`config.mk`:
```
export PLATFORM = sky130hd
export DESIGN_NAME = gbm_top
export DESIGN_NICKNAME = d
export VERILOG_FILES = /design/src/rtl/gbm_pkg.sv /design/src/rtl/gbm_press.sv /design/src/rtl/gbm_blink.sv /design/src/rtl/gbm_top.sv
export VERILOG_INCLUDE_DIRS = /design/src /design/src/rtl
export SDC_FILE = /design/constraint.sdc
export NUM_CORES = 1
export LEC_CHECK = 0
export ABC_AREA = 0
export BUFFER_PORTS_ARGS = -buffer_cell sky130_fd_sc_hd__buf_4
export CAP_MARGIN = 25
export CORE_MARGIN = 10
export CORE_UTILIZATION = 44
export CTS_CLUSTER_DIAMETER = 40
export CTS_CLUSTER_SIZE = 30
export DETAILED_ROUTE_END_ITERATION = 7
export PLACE_DENSITY = 0.76
export SETUP_SLACK_MARGIN = 0.4
export SLEW_MARGIN = 20
export SYNTH_ARGS = -nofsm -noshare
export SYNTH_HDL_FRONTEND = slang
export SYNTH_SLANG_ARGS = --single-unit
export TNS_END_PERCENT = 5
```
`constraint.sdc`:
```
create_clock -name aclk -period 6 [get_ports aclk]
set_clock_uncertainty 0.2 [all_clocks]
set_input_delay 0.3 -clock aclk [delete_from_list [all_inputs] [get_ports aclk]]
set_output_delay 0.3 -clock aclk [all_outputs]
set_load 0.05 [all_outputs]
```
`src/rtl/gbm_params.svh`:
```
// Offsets, reset values and timing constants of the gate button menu.
`ifndef GBM_PARAMS_SVH
`define GBM_PARAMS_SVH
`define GBM_CLK_HZ 25000000
`define GBM_HOLD_ENTER_S 5
`define GBM_IDLE_EXIT_S 10
`define GBM_PAUSE_DEFAULT_S 30
`define GBM_PAUSE_PHOTO_S 5
`define GBM_ENTER_CYC (`GBM_HOLD_ENTER_S * `GBM_CLK_HZ)
`define GBM_IDLE_CYC (`GBM_IDLE_EXIT_S * `GBM_CLK_HZ)
`define GBM_SEC_CYC `GBM_CLK_HZ
`define GBM_BLINK_CYC 2500000
`define GBM_OFF_CTRL 32'h00000000
`define GBM_OFF_FUNC 32'h00000004
`define GBM_OFF_PAUSE 32'h00000008
`define GBM_OFF_STATUS 32'h0000000c
`define GBM_FUNC_RESET 8'h00
`define GBM_PAUSE_RESET 8'h1e
`define GBM_BIT_AUTO 0
`define GBM_BIT_PHOTO 1
`endif

```
`src/rtl/gbm_pkg.sv`:
```
// Types shared by the gate button menu files.
package gbm_pkg;
  typedef enum logic [1:0] {
    GBM_IDLE,
    GBM_OPENING,
    GBM_CLOSING,
    GBM_PAUSE
  } gbm_motion_t;
  typedef enum logic [1:0] {
    GBM_NORMAL,
    GBM_ENTER_WAIT,
    GBM_PROGRAM
  } gbm_menu_t;
endpackage

```
`src/rtl/gbm_press.sv`:
```
// Press edge and hold timer for one button.
`timescale 1ns/1ns
module gbm_press #(
  parameter int HOLD_CYC = 125000000
) (
  // Clock and reset.
  input wire logic aclk,
  input wire logic aresetn,
  // Button level and derived events.
  input wire logic btn,
  output logic press,
  output logic held
);
  localparam int W = $clog2(HOLD_CYC + 1);
  initial begin
    if (HOLD_CYC < 1) $error("HOLD_CYC must be positive");
  end
  logic prev_q;
  logic [W-1:0] cnt_q;
  wire at_end = (cnt_q == W'(HOLD_CYC));
  assign press = btn & ~prev_q;
  assign held = btn & (cnt_q == W'(HOLD_CYC - 1));
  always_ff @(posedge aclk) begin
    if (!aresetn) begin
      prev_q <= 1'b0;
      cnt_q <= '0;
    end else begin
      prev_q <= btn;
      cnt_q <= !btn ? '0 : (at_end ? cnt_q : cnt_q + W'(1));
    end
  end
endmodule

```
`src/rtl/gbm_blink.sv`:
```
// Flash pattern generator for cursor and safety acknowledge.
`timescale 1ns/1ns
module gbm_blink #(
  parameter int STEP_CYC = 2500000
) (
  // Clock and reset.
  input wire logic aclk,
  input wire logic aresetn,
  // Pattern ticks.
  output logic tick,
  output logic [3:0] phase
);
  localparam int W = $clog2(STEP_CYC + 1);
  initial begin
    if (STEP_CYC < 2) $error("STEP_CYC must be at least 2");
  end
  logic [W-1:0] cnt_q;
  logic [3:0] ph_q;
  assign tick = (cnt_q == W'(STEP_CYC - 1));
  assign phase = ph_q;
  always_ff @(posedge aclk) begin
    if (!aresetn) begin
      cnt_q <= '0;
      ph_q <= 4'h0;
    end else begin
      cnt_q <= tick ? '0 : cnt_q + W'(1);
      if (tick) ph_q <= ph_q + 4'h1;
    end
  end
endmodule

```
`src/rtl/gbm_top.sv`:
```
// Gate button menu, on/off function store and automatic closing pause logic.
//
// What this block does
// - Open button commands opening from rest outside programming and only moves the cursor inside it.
// - Close button commands closing from rest outside programming, moves the cursor inside it, and cancels any running pause.
// - A halt/select press during a running manoeuvre stops it.
// - Holding halt/select for more than 5 seconds enters programming mode.
// - On entering programming the first LED flashes as the auto close cursor.
// - In programming each open or close press moves the cursor among the eight LEDs.
// - A halt/select press toggles the selected function, short flash off, long flash on.
// - Ten seconds without a press leaves programming and keeps all changes.
// - All functions reset disabled and stay changeable at any time.
// - Outside programming each LED is lit when its function is enabled.
// - Each safety intervention gives two quick flashes on the bus status LED.
// - With auto close on, the set pause after opening leads to an automatic close, default 30 s.
// - Photo reclose and auto close on: a photocell hit in motion cuts the pause to 5 s.
// - Photo reclose on, auto close off: a photocell hit while closing recloses after the pause.
// - Photo reclose off uses the programmed pause, and no reclose without auto close.
//
// Local design decisions: the address map and register access over AXI4-Lite.
`timescale 1ns/1ns
`include "gbm_params.svh"
module gbm_top import gbm_pkg::*; #(
  parameter int ENTER_CYC = `GBM_ENTER_CYC,
  parameter int IDLE_CYC = `GBM_IDLE_CYC,
  parameter int SEC_CYC = `GBM_SEC_CYC,
  parameter int BLINK_CYC = `GBM_BLINK_CYC
) (
  // Clock and reset.
  input wire logic aclk,
  input wire logic aresetn,
  // Operator buttons, high while pressed.
  input wire logic btn_open,
  input wire logic btn_halt,
  input wire logic btn_close,
  // Photocell and safety inputs, high while interrupted.
  input wire logic photo,
  input wire logic safety_event,
  // Sequencer handshake.
  input wire logic open_done,
  input wire logic close_done,
  output logic cmd_open,
  output logic cmd_close,
  output logic cmd_stop,
  // Indicators.
  output logic [7:0] function_led_row,
  output logic bus_led,
  output logic prog_active,
  // AXI4-Lite slave.
  input wire logic [31:0] s_axi_awaddr,
  input wire logic s_axi_awvalid,
  output logic s_axi_awready,
  input wire logic [31:0] s_axi_wdata,
  input wire logic [3:0] s_axi_wstrb,
  input wire logic s_axi_wvalid,
  output logic s_axi_wready,
  output logic [1:0] s_axi_bresp,
  output logic s_axi_bvalid,
  input wire logic s_axi_bready,
  input wire logic [31:0] s_axi_araddr,
  input wire logic s_axi_arvalid,
  output logic s_axi_arready,
  output logic [31:0] s_axi_rdata,
  output logic [1:0] s_axi_rresp,
  output logic s_axi_rvalid,
  input wire logic s_axi_rready
);
  initial begin
    if (ENTER_CYC < 2 || IDLE_CYC < 2 || SEC_CYC < 1 || BLINK_CYC < 2)
      $error("gbm_top timing parameters too small");
  end
  localparam int IW = $clog2(IDLE_CYC + 1);
  localparam int SW = $clog2(SEC_CYC + 1);

  // Button events.
  logic open_press, halt_press, close_press, halt_held;
  gbm_press #(.HOLD_CYC(2)) u_open (.aclk(aclk), .aresetn(aresetn), .btn(btn_open),
    .press(open_press), .held());
  gbm_press #(.HOLD_CYC(ENTER_CYC)) u_halt (.aclk(aclk), .aresetn(aresetn), .btn(btn_halt),
    .press(halt_press), .held(halt_held));
  gbm_press #(.HOLD_CYC(2)) u_close (.aclk(aclk), .aresetn(aresetn), .btn(btn_close),
    .press(close_press), .held());
  logic blink_tick;
  logic [3:0] blink_phase;
  gbm_blink #(.STEP_CYC(BLINK_CYC)) u_blink (.aclk(aclk), .aresetn(aresetn),
    .tick(blink_tick), .phase(blink_phase));

  // State.
  gbm_menu_t menu_q, menu_d;
  gbm_motion_t mot_q, mot_d;
  logic [7:0] func_q, func_d;
  logic [7:0] pause_set_q;
  logic [2:0] cursor_q;
  logic [IW-1:0] idle_q;
  logic [SW-1:0] sec_q;
  logic [7:0] pause_left_q;
  logic photo_prev_q, photo_hit_q, photo_close_q;
  logic [2:0] ack_q;
  logic [3:0] ack_step_q;
  logic cmd_open_q, cmd_close_q, cmd_stop_q;
  logic [7:0] led_q;
  logic bus_led_q;
  logic prog_q;

  wire in_prog = (menu_q == GBM_PROGRAM);
  wire any_press = open_press | halt_press | close_press;
  wire idle_out = in_prog & (idle_q == IW'(IDLE_CYC - 1));
  wire moving = (mot_q == GBM_OPENING) | (mot_q == GBM_CLOSING);
  wire auto_on = func_q[`GBM_BIT_AUTO];
  wire photo_on = func_q[`GBM_BIT_PHOTO];
  wire photo_rise = photo & ~photo_prev_q;
  wire sec_tick = (sec_q == SW'(SEC_CYC - 1));
  wire pause_end = (mot_q == GBM_PAUSE) & sec_tick & (pause_left_q <= 8'h1);
  // Reclose when auto close is on, or when photo reclose caught a hit while closing.
  wire reclose = auto_on | (photo_on & photo_close_q);
  wire [7:0] pause_len = (photo_on & auto_on & photo_hit_q) ? 8'(`GBM_PAUSE_PHOTO_S)
                                                            : pause_set_q;

  // Bus writes.
  logic aw_q, w_q;
  logic [31:0] awaddr_q, wdata_q;
  logic [3:0] wstrb_q;
  logic bvalid_q, arready_q, rvalid_q;
  logic awready_q, wready_q;
  logic [1:0] bresp_q, rresp_q;
  logic [31:0] rdata_q;
  wire wr_fire = aw_q & w_q & ~bvalid_q;
  wire wr_func = wr_fire & (awaddr_q[7:0] == 8'(`GBM_OFF_FUNC)) & wstrb_q[0];
  wire wr_pause = wr_fire & (awaddr_q[7:0] == 8'(`GBM_OFF_PAUSE)) & wstrb_q[0];
  wire wr_ctrl = wr_fire & (awaddr_q[7:0] == 8'(`GBM_OFF_CTRL)) & wstrb_q[0];
  wire wr_hit = (awaddr_q[7:0] <= 8'(`GBM_OFF_STATUS)) & (awaddr_q[1:0] == 2'b00) &
                (awaddr_q[31:8] == 24'h0);
  wire toggle = in_prog & halt_press;
  wire [7:0] toggled = func_q ^ (8'h01 << cursor_q);

  // Menu next state.
  always_comb begin
    menu_d = menu_q;
    case (menu_q)
      GBM_NORMAL: if (halt_held) menu_d = GBM_ENTER_WAIT;
      GBM_ENTER_WAIT: if (!btn_halt) menu_d = GBM_PROGRAM;
      GBM_PROGRAM: if (idle_out) menu_d = GBM_NORMAL;
      default: menu_d = GBM_NORMAL;
    endcase
  end

  // Function settings: changeable from menu or bus at any time.
  always_comb begin
    func_d = func_q;
    if (toggle) func_d = toggled;
    else if (wr_func) func_d = wdata_q[7:0];
  end

  // Manoeuvre tracking.
  always_comb begin
    mot_d = mot_q;
    case (mot_q)
      GBM_IDLE: begin
        if (!in_prog && menu_q == GBM_NORMAL && open_press) mot_d = GBM_OPENING;
        else if (!in_prog && menu_q == GBM_NORMAL && close_press) mot_d = GBM_CLOSING;
      end
      GBM_OPENING: begin
        if (halt_press) mot_d = GBM_IDLE;
        else if (open_done) mot_d = reclose ? GBM_PAUSE : GBM_IDLE;
      end
      GBM_CLOSING: begin
        if (halt_press) mot_d = GBM_IDLE;
        // A finished close pauses again only after a photocell hit, else auto close would loop.
        else if (close_done) mot_d = (photo_on & photo_close_q) ? GBM_PAUSE : GBM_IDLE;
      end
      GBM_PAUSE: begin
        if (halt_press || close_press) mot_d = GBM_IDLE;
        else if (pause_end) mot_d = GBM_CLOSING;
      end
      default: mot_d = GBM_IDLE;
    endcase
  end

  wire start_pause = (mot_q != GBM_PAUSE) & (mot_d == GBM_PAUSE);

  // Retained-style settings storage and menu counters.
  always_ff @(posedge aclk) begin
    if (!aresetn) begin
      menu_q <= GBM_NORMAL;
      func_q <= `GBM_FUNC_RESET;
      pause_set_q <= `GBM_PAUSE_RESET;
      cursor_q <= 3'h0;
      idle_q <= '0;
      prog_q <= 1'b0;
    end else begin
      menu_q <= menu_d;
      // Registered from the next menu state so the pin tracks the menu with no gate after it.
      prog_q <= (menu_d == GBM_PROGRAM);
      func_q <= func_d;
      if (wr_pause) pause_set_q <= (wdata_q[7:0] == 8'h0) ? 8'h1 : wdata_q[7:0];
      if (menu_q == GBM_ENTER_WAIT) cursor_q <= 3'h0;
      else if (in_prog && open_press) cursor_q <= cursor_q + 3'h1;
      else if (in_prog && close_press) cursor_q <= cursor_q - 3'h1;
      idle_q <= (!in_prog || any_press) ? '0 : idle_q + IW'(1);
    end
  end

  // Pause timer and photocell tracking.
  always_ff @(posedge aclk) begin
    if (!aresetn) begin
      mot_q <= GBM_IDLE;
      sec_q <= '0;
      pause_left_q <= 8'h0;
      photo_prev_q <= 1'b0;
      photo_hit_q <= 1'b0;
      photo_close_q <= 1'b0;
    end else begin
      mot_q <= mot_d;
      photo_prev_q <= photo;
      sec_q <= (start_pause || sec_tick) ? '0 : sec_q + SW'(1);
      if (start_pause) pause_left_q <= pause_len;
      else if (mot_q == GBM_PAUSE && sec_tick) pause_left_q <= pause_left_q - 8'h1;
      if (moving && photo_rise) photo_hit_q <= 1'b1;
      else if (start_pause || mot_q == GBM_IDLE) photo_hit_q <= 1'b0;
      if (mot_q == GBM_CLOSING && photo_rise) photo_close_q <= 1'b1;
      // Cleared when its pause starts, so one hit buys one reclose only.
      else if (mot_q == GBM_IDLE || mot_q == GBM_OPENING || start_pause) photo_close_q <= 1'b0;
    end
  end

  // Commands and indicators, all from flip-flops.
  wire run_open = (mot_q == GBM_IDLE) & (mot_d == GBM_OPENING);
  wire run_close = (mot_q != GBM_CLOSING) & (mot_d == GBM_CLOSING);
  wire run_stop = moving & halt_press;
  // Short flash is one step in eight, long flash seven in eight.
  wire cur_on = func_q[cursor_q] ? (blink_phase[2:0] != 3'h0) : (blink_phase[2:0] == 3'h0);
  logic [7:0] led_d;
  genvar gi;
  generate
    for (gi = 0; gi < 8; gi++) begin : g_led
      assign led_d[gi] = (in_prog && cursor_q == 3'(gi)) ? cur_on : func_q[gi];
    end
  endgenerate
  always_ff @(posedge aclk) begin
    if (!aresetn) begin
      cmd_open_q <= 1'b0;
      cmd_close_q <= 1'b0;
      cmd_stop_q <= 1'b0;
      led_q <= 8'h00;
      ack_q <= 3'h0;
      ack_step_q <= 4'h0;
      bus_led_q <= 1'b0;
    end else begin
      cmd_open_q <= run_open;
      cmd_close_q <= run_close;
      cmd_stop_q <= run_stop;
      led_q <= (menu_q == GBM_NORMAL) ? func_q : led_d;
      // Four blink steps give two quick flashes; a new event restarts the pattern.
      if (safety_event) begin
        ack_q <= 3'h4;
        ack_step_q <= 4'h0;
      end else if (ack_q != 3'h0 && blink_tick) begin
        ack_q <= ack_q - 3'h1;
      end
      bus_led_q <= (ack_q != 3'h0) ? ~ack_q[0] : blink_phase[3];
    end
  end
  assign cmd_open = cmd_open_q;
  assign cmd_close = cmd_close_q;
  assign cmd_stop = cmd_stop_q;
  assign function_led_row = led_q;
  assign bus_led = bus_led_q;
  assign prog_active = prog_q;

  // AXI4-Lite slave, one write and one read at a time.
  wire [7:0] ra = s_axi_araddr[7:0];
  wire rd_hit = (ra <= 8'(`GBM_OFF_STATUS)) & (ra[1:0] == 2'b00) & (s_axi_araddr[31:8] == 24'h0);
  wire [31:0] status_word = {24'h0, pause_left_q[3:0], 1'b0, 1'b0, mot_q};
  wire [31:0] rd_word = (ra == 8'(`GBM_OFF_FUNC)) ? {24'h0, func_q} :
                        (ra == 8'(`GBM_OFF_PAUSE)) ? {24'h0, pause_set_q} :
                        (ra == 8'(`GBM_OFF_STATUS)) ? status_word :
                        {30'h0, (menu_q == GBM_ENTER_WAIT), in_prog};
  // Read data is launched only after the address handshake, never alongside arready.
  wire ar_take = s_axi_arvalid & ~arready_q & ~rvalid_q;
  wire ar_hs = s_axi_arvalid & arready_q;
  // Ready flags come from the next write state so that every output leaves a flop.
  wire aw_take = s_axi_awvalid & awready_q;
  wire w_take = s_axi_wvalid & wready_q;
  wire aw_n = ~wr_fire & (aw_q | aw_take);
  wire w_n = ~wr_fire & (w_q | w_take);
  wire bv_n = wr_fire | (bvalid_q & ~s_axi_bready);
  always_ff @(posedge aclk) begin
    if (!aresetn) begin
      aw_q <= 1'b0;
      w_q <= 1'b0;
      awaddr_q <= 32'h0;
      wdata_q <= 32'h0;
      wstrb_q <= 4'h0;
      bvalid_q <= 1'b0;
      bresp_q <= 2'b00;
      arready_q <= 1'b0;
      awready_q <= 1'b0;
      wready_q <= 1'b0;
      rvalid_q <= 1'b0;
      rresp_q <= 2'b00;
      rdata_q <= 32'h0;
    end else begin
      if (aw_take) begin
        aw_q <= 1'b1;
        awaddr_q <= s_axi_awaddr;
      end
      if (w_take) begin
        w_q <= 1'b1;
        wdata_q <= s_axi_wdata;
        wstrb_q <= s_axi_wstrb;
      end
      if (wr_fire) begin
        aw_q <= 1'b0;
        w_q <= 1'b0;
        bvalid_q <= 1'b1;
        bresp_q <= wr_hit ? 2'b00 : 2'b10;
      end else if (bvalid_q && s_axi_bready) begin
        bvalid_q <= 1'b0;
      end
      arready_q <= ar_take;
      awready_q <= ~aw_n & ~bv_n;
      wready_q <= ~w_n & ~bv_n;
      if (ar_hs) begin
        rvalid_q <= 1'b1;
        rdata_q <= rd_hit ? rd_word : 32'h0;
        rresp_q <= rd_hit ? 2'b00 : 2'b10;
      end else if (rvalid_q && s_axi_rready) begin
        rvalid_q <= 1'b0;
      end
    end
  end
  // The control word is write-ignored; mode is driven by the buttons only.
  wire unused_ok = wr_ctrl | ack_step_q[0];
  assign s_axi_awready = awready_q;
  assign s_axi_wready = wready_q;
  assign s_axi_bvalid = bvalid_q;
  assign s_axi_bresp = bresp_q;
  assign s_axi_arready = arready_q;
  assign s_axi_rvalid = rvalid_q;
  assign s_axi_rdata = rdata_q;
  assign s_axi_rresp = rresp_q;
endmodule

```
== Word-level counts from Yosys, hierarchy flattened ==
Cells that the tools add are included.
Cells by class
  add/subtract/negate cells: 9
  magnitude comparators: 4
  equal/unequal tests: 28
  shift-type cells: 1
  muxes and demuxes: 52
  bitwise operators: 58
  reduce and logical (&&, ||, !) cells: 52
Operator list (number)
  $mux 8: 11
  $eq 27x27->1 const B: 2
  $logic_not 24->1: 2
  $and 1x1->1: 36
  $mux 2: 15
  $add 28x1->28 const B: 1
  $eq 28x28->1 const B: 1
  $add 27x1->27 const B: 1
  $add 25x1->25 const B: 1
  $eq 25x25->1 const B: 1
  $eq 8x4->1 const B: 3
  $add 22x1->22 const B: 1
  $eq 22x22->1 const B: 1
  $logic_and 1x1->1: 19
  $mux 1: 19
  $eq 8x3->1 const B: 2
  $le 8x4->1 const B: 2
  $reduce_bool 2->1: 8
  $not 1->1: 14
  $eq 2x2->1 const B: 6
  $eq 3x3->1 const B: 4
  $mux 3: 4
  $reduce_or 2->1: 6
  $le 8x1->1 const B: 1
  22 further kinds: 43
Storage, ports and cells
  flip-flop bits (word level): 243
  bits of input ports: 114
  output and inout bits: 54

== Longest topological paths before layout ==
Gate-level depths: netlist of run 1.
  depth after elaboration: 12
  depth in mapped cells: 9
  depth with buffers taken out: 8

== Cells and area by module ==
From an unflattened synthesis of run 1, not the netlist that was laid out.
Unflattened totals
  cell total of the unflattened synthesis: 1249
  area, all modules: 10621.4 um^2
By module, submodules not included
  gbm_top: instances 1, cells each 908, area an instance 7704.9 um^2, seq. area each 3223.1 um^2
  gbm_press at u_halt: instances 1, cells each 171, area an instance 1446.4 um^2, seq. area each 560.5 um^2
  gbm_blink: instances 1, cells each 140, area an instance 1177.4 um^2, seq. area each 520.5 um^2
  gbm_press at u_close ...: instances 2, cells each 15, area an instance 146.4 um^2, seq. area each 60.1 um^2

== Worst setup path after synthesis of run 1 ==
No wires, ideal clock.
  kind: flip-flop to flip-flop
  start: register mot_q[0]
  end: register photo_hit_q
  data arrival time: 2.073 ns
  slack: 3.610 ns
  stages on the path, launching flop included: 8
  period minus slack after synthesis: 2.390 ns
  cells stage by stage: dfxtp_1 -> inv_1 -> ha_1 -> inv_1 -> nand2_1 -> o311ai_0 -> o21ai_2 -> a41o_1
Between the ends
  word-level cells in the longest chain between the ends: 10
  elaborated cells between the ends (all ways): 23
  classes of those cells: eq/ne (5); mux (10); bitwise (4); reduce/logical (4)
Ends and longest elaborated chain
  start, declared: line gbm_top.sv:90  | gbm_motion_t mot_q, mot_d;
  start signal, assigned: line gbm_top.sv:213  | mot_q <= mot_d;
  $eq 2x2->1: line gbm_top.sv:113, gbm_top.sv:157
  $and 1x1->1 (2 in a row): line gbm_top.sv:113  | wire pause_end = (mot_q == GBM_PAUSE) & sec_tick & (pause_left_q <= 8'h1);
  $mux 2: line gbm_top.sv:173  | else if (pause_end) mot_d = GBM_CLOSING;
  $mux 2: line gbm_top.sv:172  | if (halt_press || close_press) mot_d = GBM_IDLE;
  $pmux 2 s4: line gbm_top.sv:157  | case (mot_q)
  $eq 2x2->1: line gbm_top.sv:179  | wire start_pause = (mot_q != GBM_PAUSE) & (mot_d == GBM_PAUSE);
  $and 1x1->1: line gbm_top.sv:179
  $logic_or 1x1->1: line gbm_top.sv:219  | else if (start_pause || mot_q == GBM_IDLE) photo_hit_q <= 1'b0;
  $reduce_bool 2->1 (no line)
  end signal, assigned: line gbm_top.sv:210  | photo_hit_q <= 1'b0;
  end signal, assigned: line gbm_top.sv:218  | if (moving && photo_rise) photo_hit_q <= 1'b1;
  end signal, assigned: line gbm_top.sv:219
  end, declared: line gbm_top.sv:97  | logic photo_prev_q, photo_hit_q, photo_close_q;
Parallel ways exist; a longest one is shown, timed or not.
A chain may end at the register's enable or synchronous reset.

== Worst setup path after layout of run 1 ==
  start: register mot_q[0]
  end: register pause_left_q[4]
Between the ends
  word-level cells in the longest chain between the ends: 9
  elaborated cells between the ends (all ways): 21
  classes of those cells: eq/ne (5); mux (10); bitwise (3); reduce/logical (3)
Ends and longest elaborated chain
  $eq 2x2->1: line gbm_top.sv:113, gbm_top.sv:157, gbm_top.sv:217
  $and 1x1->1 (2 in a row): line gbm_top.sv:113
  $mux 2: line gbm_top.sv:173
  $mux 2: line gbm_top.sv:172
  $pmux 2 s4: line gbm_top.sv:157
  $eq 2x2->1: line gbm_top.sv:179
  $and 1x1->1: line gbm_top.sv:179
  $mux 8 / $reduce_bool 2->1 (equally long branches)
  end signal, assigned: line gbm_top.sv:216  | if (start_pause) pause_left_q <= pause_len;
  end signal, assigned: line gbm_top.sv:217  | else if (mot_q == GBM_PAUSE && sec_tick) pause_left_q <= pause_left_q - 8'h1;
  end, declared: line gbm_top.sv:96  | logic [7:0] pause_left_q;
Parallel ways exist; a longest one is shown, timed or not.

==> qor.txt, run 1 <==
Pwr dens = 293 nW/µm²
Synth unique cells = 72
Largest net degree at the start of global routing = 75
Area leader, netlist = dfxtp_1
Antenna violations before repair = 0
Layout cells sized above 1 = 15.0%
Die width = 171 µm
Die Y-Extent = 171 µm
I/O pin cnt = 168
Setup CP Type = flip-flop to flip-flop
Async set-reset flop share out of synthesis = 0%
Reg-to-Reg End = pause_left_q[4]
Non-filler cells, final = 1,647
EDFF count, synth = 0
Max-slew violation count = 0
Final period util = 53.2%
Skew-Pair Late Insertion Delay = 0.54 ns
Commonest non-fill, non-tap cell in the layout = dfxtp_1
Core Region = 22,600 µm²
Slowest CP cell = a21boi_4
CP Cell Sequence = inv_1 > ha_1 > inv_1 > a221oi_4 > or2_2 > nor2_1 > a21boi_4 > mux2i_1
Worst path most repeated cell = inv_1
H-tree Lvls = 1
Initial Utilization = 44.6%
Iter 0 DRT Violations = 427
Crit path required time = 6.26 ns
Bufs on Longest Clock Path = 3
Mapped Cells = 1,180
Crit. End Element = flip-flop
Final setup fails = 0
Post-synthesis cell area = 10,100 µm²
Max-cap violations = 0
Via density = 5.26
Post-CTS sizing = 0
Vias in the first global route = 8,336
Final WL = 24.8 mm
Clock Sinks = 217
Routed length per instance = 15.0 µm
Static Leakage = 4.78 nW
Crit path max fanout = 32
Top_reg_cell synth = dfxtp_1
Area grow syn2layout = 25.5%
Hold_ws = 0.0223 ns
Peak supply drop = 0.000199 V
DRC viols = 0
Dpl hpwl = 16.5 mm
IO buf count = 114
Hold depth = 3
Max frequency = 0.313 GHz
Average cell area after synthesis = 8.53 µm²
Min-Delay Startpoint = btn_halt
FF+latch count, synth = 217
TNS Setup = 0 ns
Hold path endpoint = menu_q[1]
Synth Warn # = 0
CP peak stage delay = 0.83 ns
Clock root buffer = clkbuf_16
Slew @ Worst Pin = 0.976 ns
Critical Path AT = 3.46 ns
Final Hold Fails = 0
GRT Total Usage = 16.0%
Hold Path Class = input pin to flip-flop
Outcome = finished, final reports clean
Slew headroom = 34.8%
Flop2flop setup slack = 2.81 ns
Most frequent cells in the layout = dfxtp_1, nand2_1, nor2_1, buf_4, a21oi_1
Top-area cell type share of the netlist area = 43.2%
Die footprint = 29,300 µm²
Path depth of the worst reg2reg path = 8
RSZ-0062 raised after global routing = false
Grt ovf = 0
CTS tree = done
Tmin final = 3.19 ns
DRT Pass-1 Iters = 5
Inst Count DP = 1,538
R2R Path Start = mot_q[0]
Final ANT Viol Nets = 0
Global-route wire length before repair = 39.8 mm
Gpl congestion = 0.827
Seq/Total Area, Yosys = 43.2%
Row count = 55
Startpoint Class = flip-flop
# hold bufs at CTS = 49
Nets = 1,473
Ranking of synthesized cells by area = dfxtp_1, nand2_1, xor2_1, nor2_1, xnor2_1
Clock transition at the registers of the reported paths = 0.06 ns
Setup Buffers After CTS = 0
Via count = 8,659
TritonCTS Buffers = 31
-- worst max-delay path, delay by kind of cell (launching register included) --
| kind | cells | cell delay (ns) |
|---|---|---|
| adders and majority gates | 1 | 0.29 |
| and+or+nand+nor | 2 | 0.60 |
| DFF | 1 | 0.52 |
| buffers and inverters | 2 | 0.34 |
| muxes | 1 | 0.26 |
| AOI/OAI and AO/OA | 2 | 0.90 |
-- power breakdown --
part	total, mW	switching [mW]	internal, mW
clock	1.87	0.724	1.15
combinational	0.327	0.195	0.132
sequential	1.50	0.0286	1.47
-- metal layers --
layer	part of all wire [%]	track usage [%]	up-vias
met3	5.5	3.25	46
met5	0	0	-
met2	48	27.7	199
met1	44	19.4	4039
met4	2.2	4.69	0
li1	-	-	4375
-- worst max path at each step --
stage / startpoint / slack (ns) / depth (start not counted) / end
detailed placement: mot_q[0] / 2.86 / 8 / pause_left_q[7]
global placement: mot_q[0] / 2.91 / 8 / pause_left_q[5]
floorplan: mot_q[0] / 3.61 / 7 / photo_hit_q
global route: mot_q[0] / 2.59 / 8 / pause_left_q[1]
CTS: mot_q[0] / 2.82 / 8 / pause_left_q[4]
finish: mot_q[0] / 2.81 / 8 / pause_left_q[4]
-- flip-flops by register name, summed over array words and instances, names as in the netlist, 2 cells and up --
name              count
ack_q                 3
awaddr_q             32
cursor_q              3
func_q                8
function_led_row      8
idle_q               28
menu_q                2
mot_q                 2
pause_left_q          8
pause_set_q           8
s_axi_rdata           8
sec_q                25
u_blink.cnt_q        22
u_blink.phase         4
u_halt.cnt_q         27
wdata_q               8
-- cell usage after synthesis (11+ instances only) --
| cell type | number |
|---|---|
| a21oi_1 | 64 |
| and3_1 | 23 |
| clkbuf_1 | 34 |
| nand2_1 | 166 |
| a211oi_1 | 14 |
| nor3_1 | 46 |
| dfxtp_1 | 217 |
| nand2b_1 | 12 |
| buf_4 | 26 |
| nand4_1 | 30 |
| and2_1 | 21 |
| nand3_1 | 51 |
| xnor2_1 | 40 |
| nor4_1 | 32 |
| mux2i_1 | 16 |
| nor2b_1 | 11 |
| o21ai_0 | 28 |
| nor2_1 | 129 |
| xor2_1 | 59 |
| inv_1 | 27 |
| ha_1 | 22 |
-- area by class of cell --
| type | count | area, µm² |
|---|---|---|
| fillers | 1935 | 9950 |
| multi-input cells | 891 | 5320 |
| flip-flops and latches | 217 | 4340 |
| repair buffers | 169 | 1410 |
| clock buffers | 31 | 776 |
| well taps | 285 | 357 |
| clock inverters | 26 | 314 |
| inverters | 27 | 101 |
| diodes | 1 | 2.50 |
-- kinds of logic after synthesis --
group / Yosys count / share of synthesized area [%]
buf+inv: 97 / 4.89
fa+ha+maj: 22 / 2.74
xor+xnor: 99 / 8.62
simple gates: 579 / 28.8
flops: 217 / 43.2
compound gates: 141 / 8.87
mux: 24 / 2.82
other cells: 1 / 0.0373
-- through the flow --
step,util (%),worst slack (ns),power (mW),instance area (µm²)
floorplan,-,3.61,1.75,10200
global placement,48.7,2.91,1.82,11000
detailed placement,48.8,2.86,1.83,11000
CTS,55.8,2.82,3.72,12600
global route,55.9,2.59,3.82,12600
finish,55.9,2.81,3.70,12600
Power figures use the tool's default switching activity.
==> run 2: changes to the inputs <==
==> constraint.sdc (replaced) <==
create_clock -name aclk -period 2.97 [get_ports aclk]
set_clock_uncertainty 0.2 [all_clocks]
set_input_delay 0.1485 -clock aclk [delete_from_list [all_inputs] [get_ports aclk]]
set_output_delay 0.1485 -clock aclk [all_outputs]
set_load 0.05 [all_outputs]
==> run 2 against run 1 <==
Effect of this change:
- via count increased by 2.7%
- die area unchanged
- total power increased by 91%
- clock-buffer cell count increased by 5
==> qor.txt, run 2 (same netlist as run 1, synthesis figures left out) <==
Outcome = finished, final reports clean
Clock transition at the registers of the reported paths = 0.06 ns
Static Leakage = 4.86 nW
Largest register FFs = 32
Layout cells sized above 1 = 14.8%
Setup CP Type = flip-flop to flip-flop
Worst path most repeated cell = inv_1
Grt ovf = 0
DRC viols = 0
CP peak stage delay = 0.42 ns
Bufs on Longest Clock Path = 3
Core Region = 22,600 µm²
Area grow syn2layout = 26.8%
Die Y-Extent = 171 µm
Die footprint = 29,300 µm²
Slowest CP cell = dfxtp_2
Final ANT Viol Nets = 0
Comb pwr share = 9.8%
Largest reg by FF count = awaddr_q
Sequential power share = 43.1%
H-tree Lvls = 1
R2R Path Start = mot_q[0]
Routed length per instance = 15.5 µm
Initial Utilization = 44.6%
Placed Area = 11,100 µm²
Skew-Pair Late Insertion Delay = 0.53 ns
Dpl hpwl = 16.9 mm
Delay-heaviest family, CP = buffers and inverters
Via density = 5.31
IO buf count = 114
DRT Pass-1 Iters = 7
TNS Setup = 0 ns
Clock root buffer = clkbuf_16
Hold depth = 4
Crit. End Element = flip-flop
Net Sw Frac = 25.1%
Final period util = 83.9%
Max-cap violations = 0
Antenna violations before repair = 0
Max-slew violation count = 0
Worst Path Buf+Inv = 3
Nets = 1,501
Final Hold Fails = 0
Max frequency = 0.401 GHz
Die width = 171 µm
Peak supply drop = 0.000427 V
Final WL = 25.9 mm
Internal Power = 5.29 mW
Vias in the first global route = 8,610
Slew headroom = 58.0%
Hold Path Class = input pin to flip-flop
Pwr dens = 553 nW/µm²
Clock Sinks = 217
Fin area = 12,800 µm²
Crit path required time = 3.22 ns
Critical Path AT = 2.74 ns
Row count = 55
Sw power = 1.77 mW
I/O pin cnt = 168
RSZ-0062 raised after global routing = true
CP Cell Sequence = inv_1 > ha_1 > inv_1 > a221oi_4 > or2_2 > nor2_2 > a21boi_4 > buf_4 > mux2i_1
Path depth of the worst reg2reg path = 9
Reg-to-Reg End = pause_left_q[1]
CTS tree = done
Most frequent cells in the layout = dfxtp_1, nand2_1, nor2_1, buf_4, dlygate4sd3_1
Global-route wire length before repair = 41.9 mm
Final setup fails = 0
Clock network fraction of total power = 47.1%
Largest net degree at the start of global routing = 44
Min-Delay Startpoint = s_axi_araddr[2]
Flop2flop setup slack = 0.48 ns
Iter 0 DRT Violations = 582
Gpl congestion = 0.857
Largest regs = awaddr_q (32), idle_q (28), u_halt.cnt_q (27)
Tmin final = 2.49 ns
Startpoint Class = flip-flop
Crit path max fanout = 12
Slew @ Worst Pin = 0.626 ns
GRT Total Usage = 16.9%
Hold path endpoint = s_axi_rdata[0]
Commonest non-fill, non-tap cell in the layout = dfxtp_1
Via count = 8,891
TritonCTS Buffers = 28
[run 2: changes by cell type in the layout (fill, tap and decap cells not counted), sizes merged]
cell / previous run / this run
clkinvlp: 4 / 1
diode: 1 / 2
inv: 37 / 33
clkinv: 8 / 6
dlygate4sd3: 49 / 71
clkbuf: 31 / 36
buf: 120 / 129
bufinv: 4 / 2
[run 2: timing repair]
item                       4_1_cts  5_1_grt
setup buffers                    0        2
hold endpoints to repair        84        7
hold buffers                    70        1
pin swaps                        0        1
setup endpoints to repair       33       37
resized for setup                2        3
[run 2: power by group through the flow]
stage | Combinational, mW | Sequential, mW | Clock [mW]
after floorplan | 0.413 | 3.12 | 0
after global placement | 0.588 | 3.10 | 0
after detailed placement | 0.599 | 3.10 | 0
after CTS | 0.676 | 3.04 | 3.38
after global routing | 0.752 | 3.05 | 3.52
final | 0.695 | 3.04 | 3.32
[run 2: final cells by class]
type / count / area, µm²
sequential: 217 / 4350
multi-input combinational: 891 / 5330
antenna: 2 / 5.00
fill: 1930 / 9810
tap: 285 / 357
timing repair buffer: 200 / 1690
inverter: 27 / 101
clock buffer: 36 / 762
clock inverter: 15 / 165
[run 2: worst max-delay path by stage]
stage | start | to | slack, ns | depth (start not counted)
2_1_floorplan | mot_q[0] | photo_hit_q | 0.58 | 7
3_3_place_gp | mot_q[0] | photo_close_q | 0.39 | 9
3_5_place_dp | mot_q[0] | pause_left_q[4] | 0.29 | 9
4_1_cts | awaddr_q[4] | func_q[1] | 0.39 | 5
5_1_grt | mot_q[0] | pause_left_q[4] | 0.29 | 9
6_report | mot_q[0] | pause_left_q[1] | 0.48 | 9
[run 2: per-layer routing]
metal | track usage (%) | up-vias | routed length (µm)
li1 | - | 4419 | -
met1 | 20.5 | 4193 | 11000
met2 | 29.2 | 236 | 12700
met3 | 3.42 | 43 | 1550
met4 | 5.26 | 0 | 641
met5 | 0 | - | 0
[run 2: stage by stage]
step	setup WS, ns	std cells	total power [mW]	util (%)	hold WS, ns
after floorplan	0.580	1205	3.53	-	0.0691
after global placement	0.390	1545	3.68	49.0	0.170
after detailed placement	0.285	1545	3.70	49.0	0.176
after CTS	0.386	1666	7.09	56.2	0.0723
after global routing	0.288	1671	7.32	56.5	0.123
final	0.478	1673	7.06	56.5	0.101
[run 2: worst reg2reg max path, stage by stage (launching register included)]
cell      delay, ns
dfxtp_2        0.42
inv_1          0.10
ha_1           0.29
inv_1          0.19
a221oi_4       0.06
or2_2          0.32
nor2_2         0.20
a21boi_4       0.21
buf_4          0.23
mux2i_1        0.21
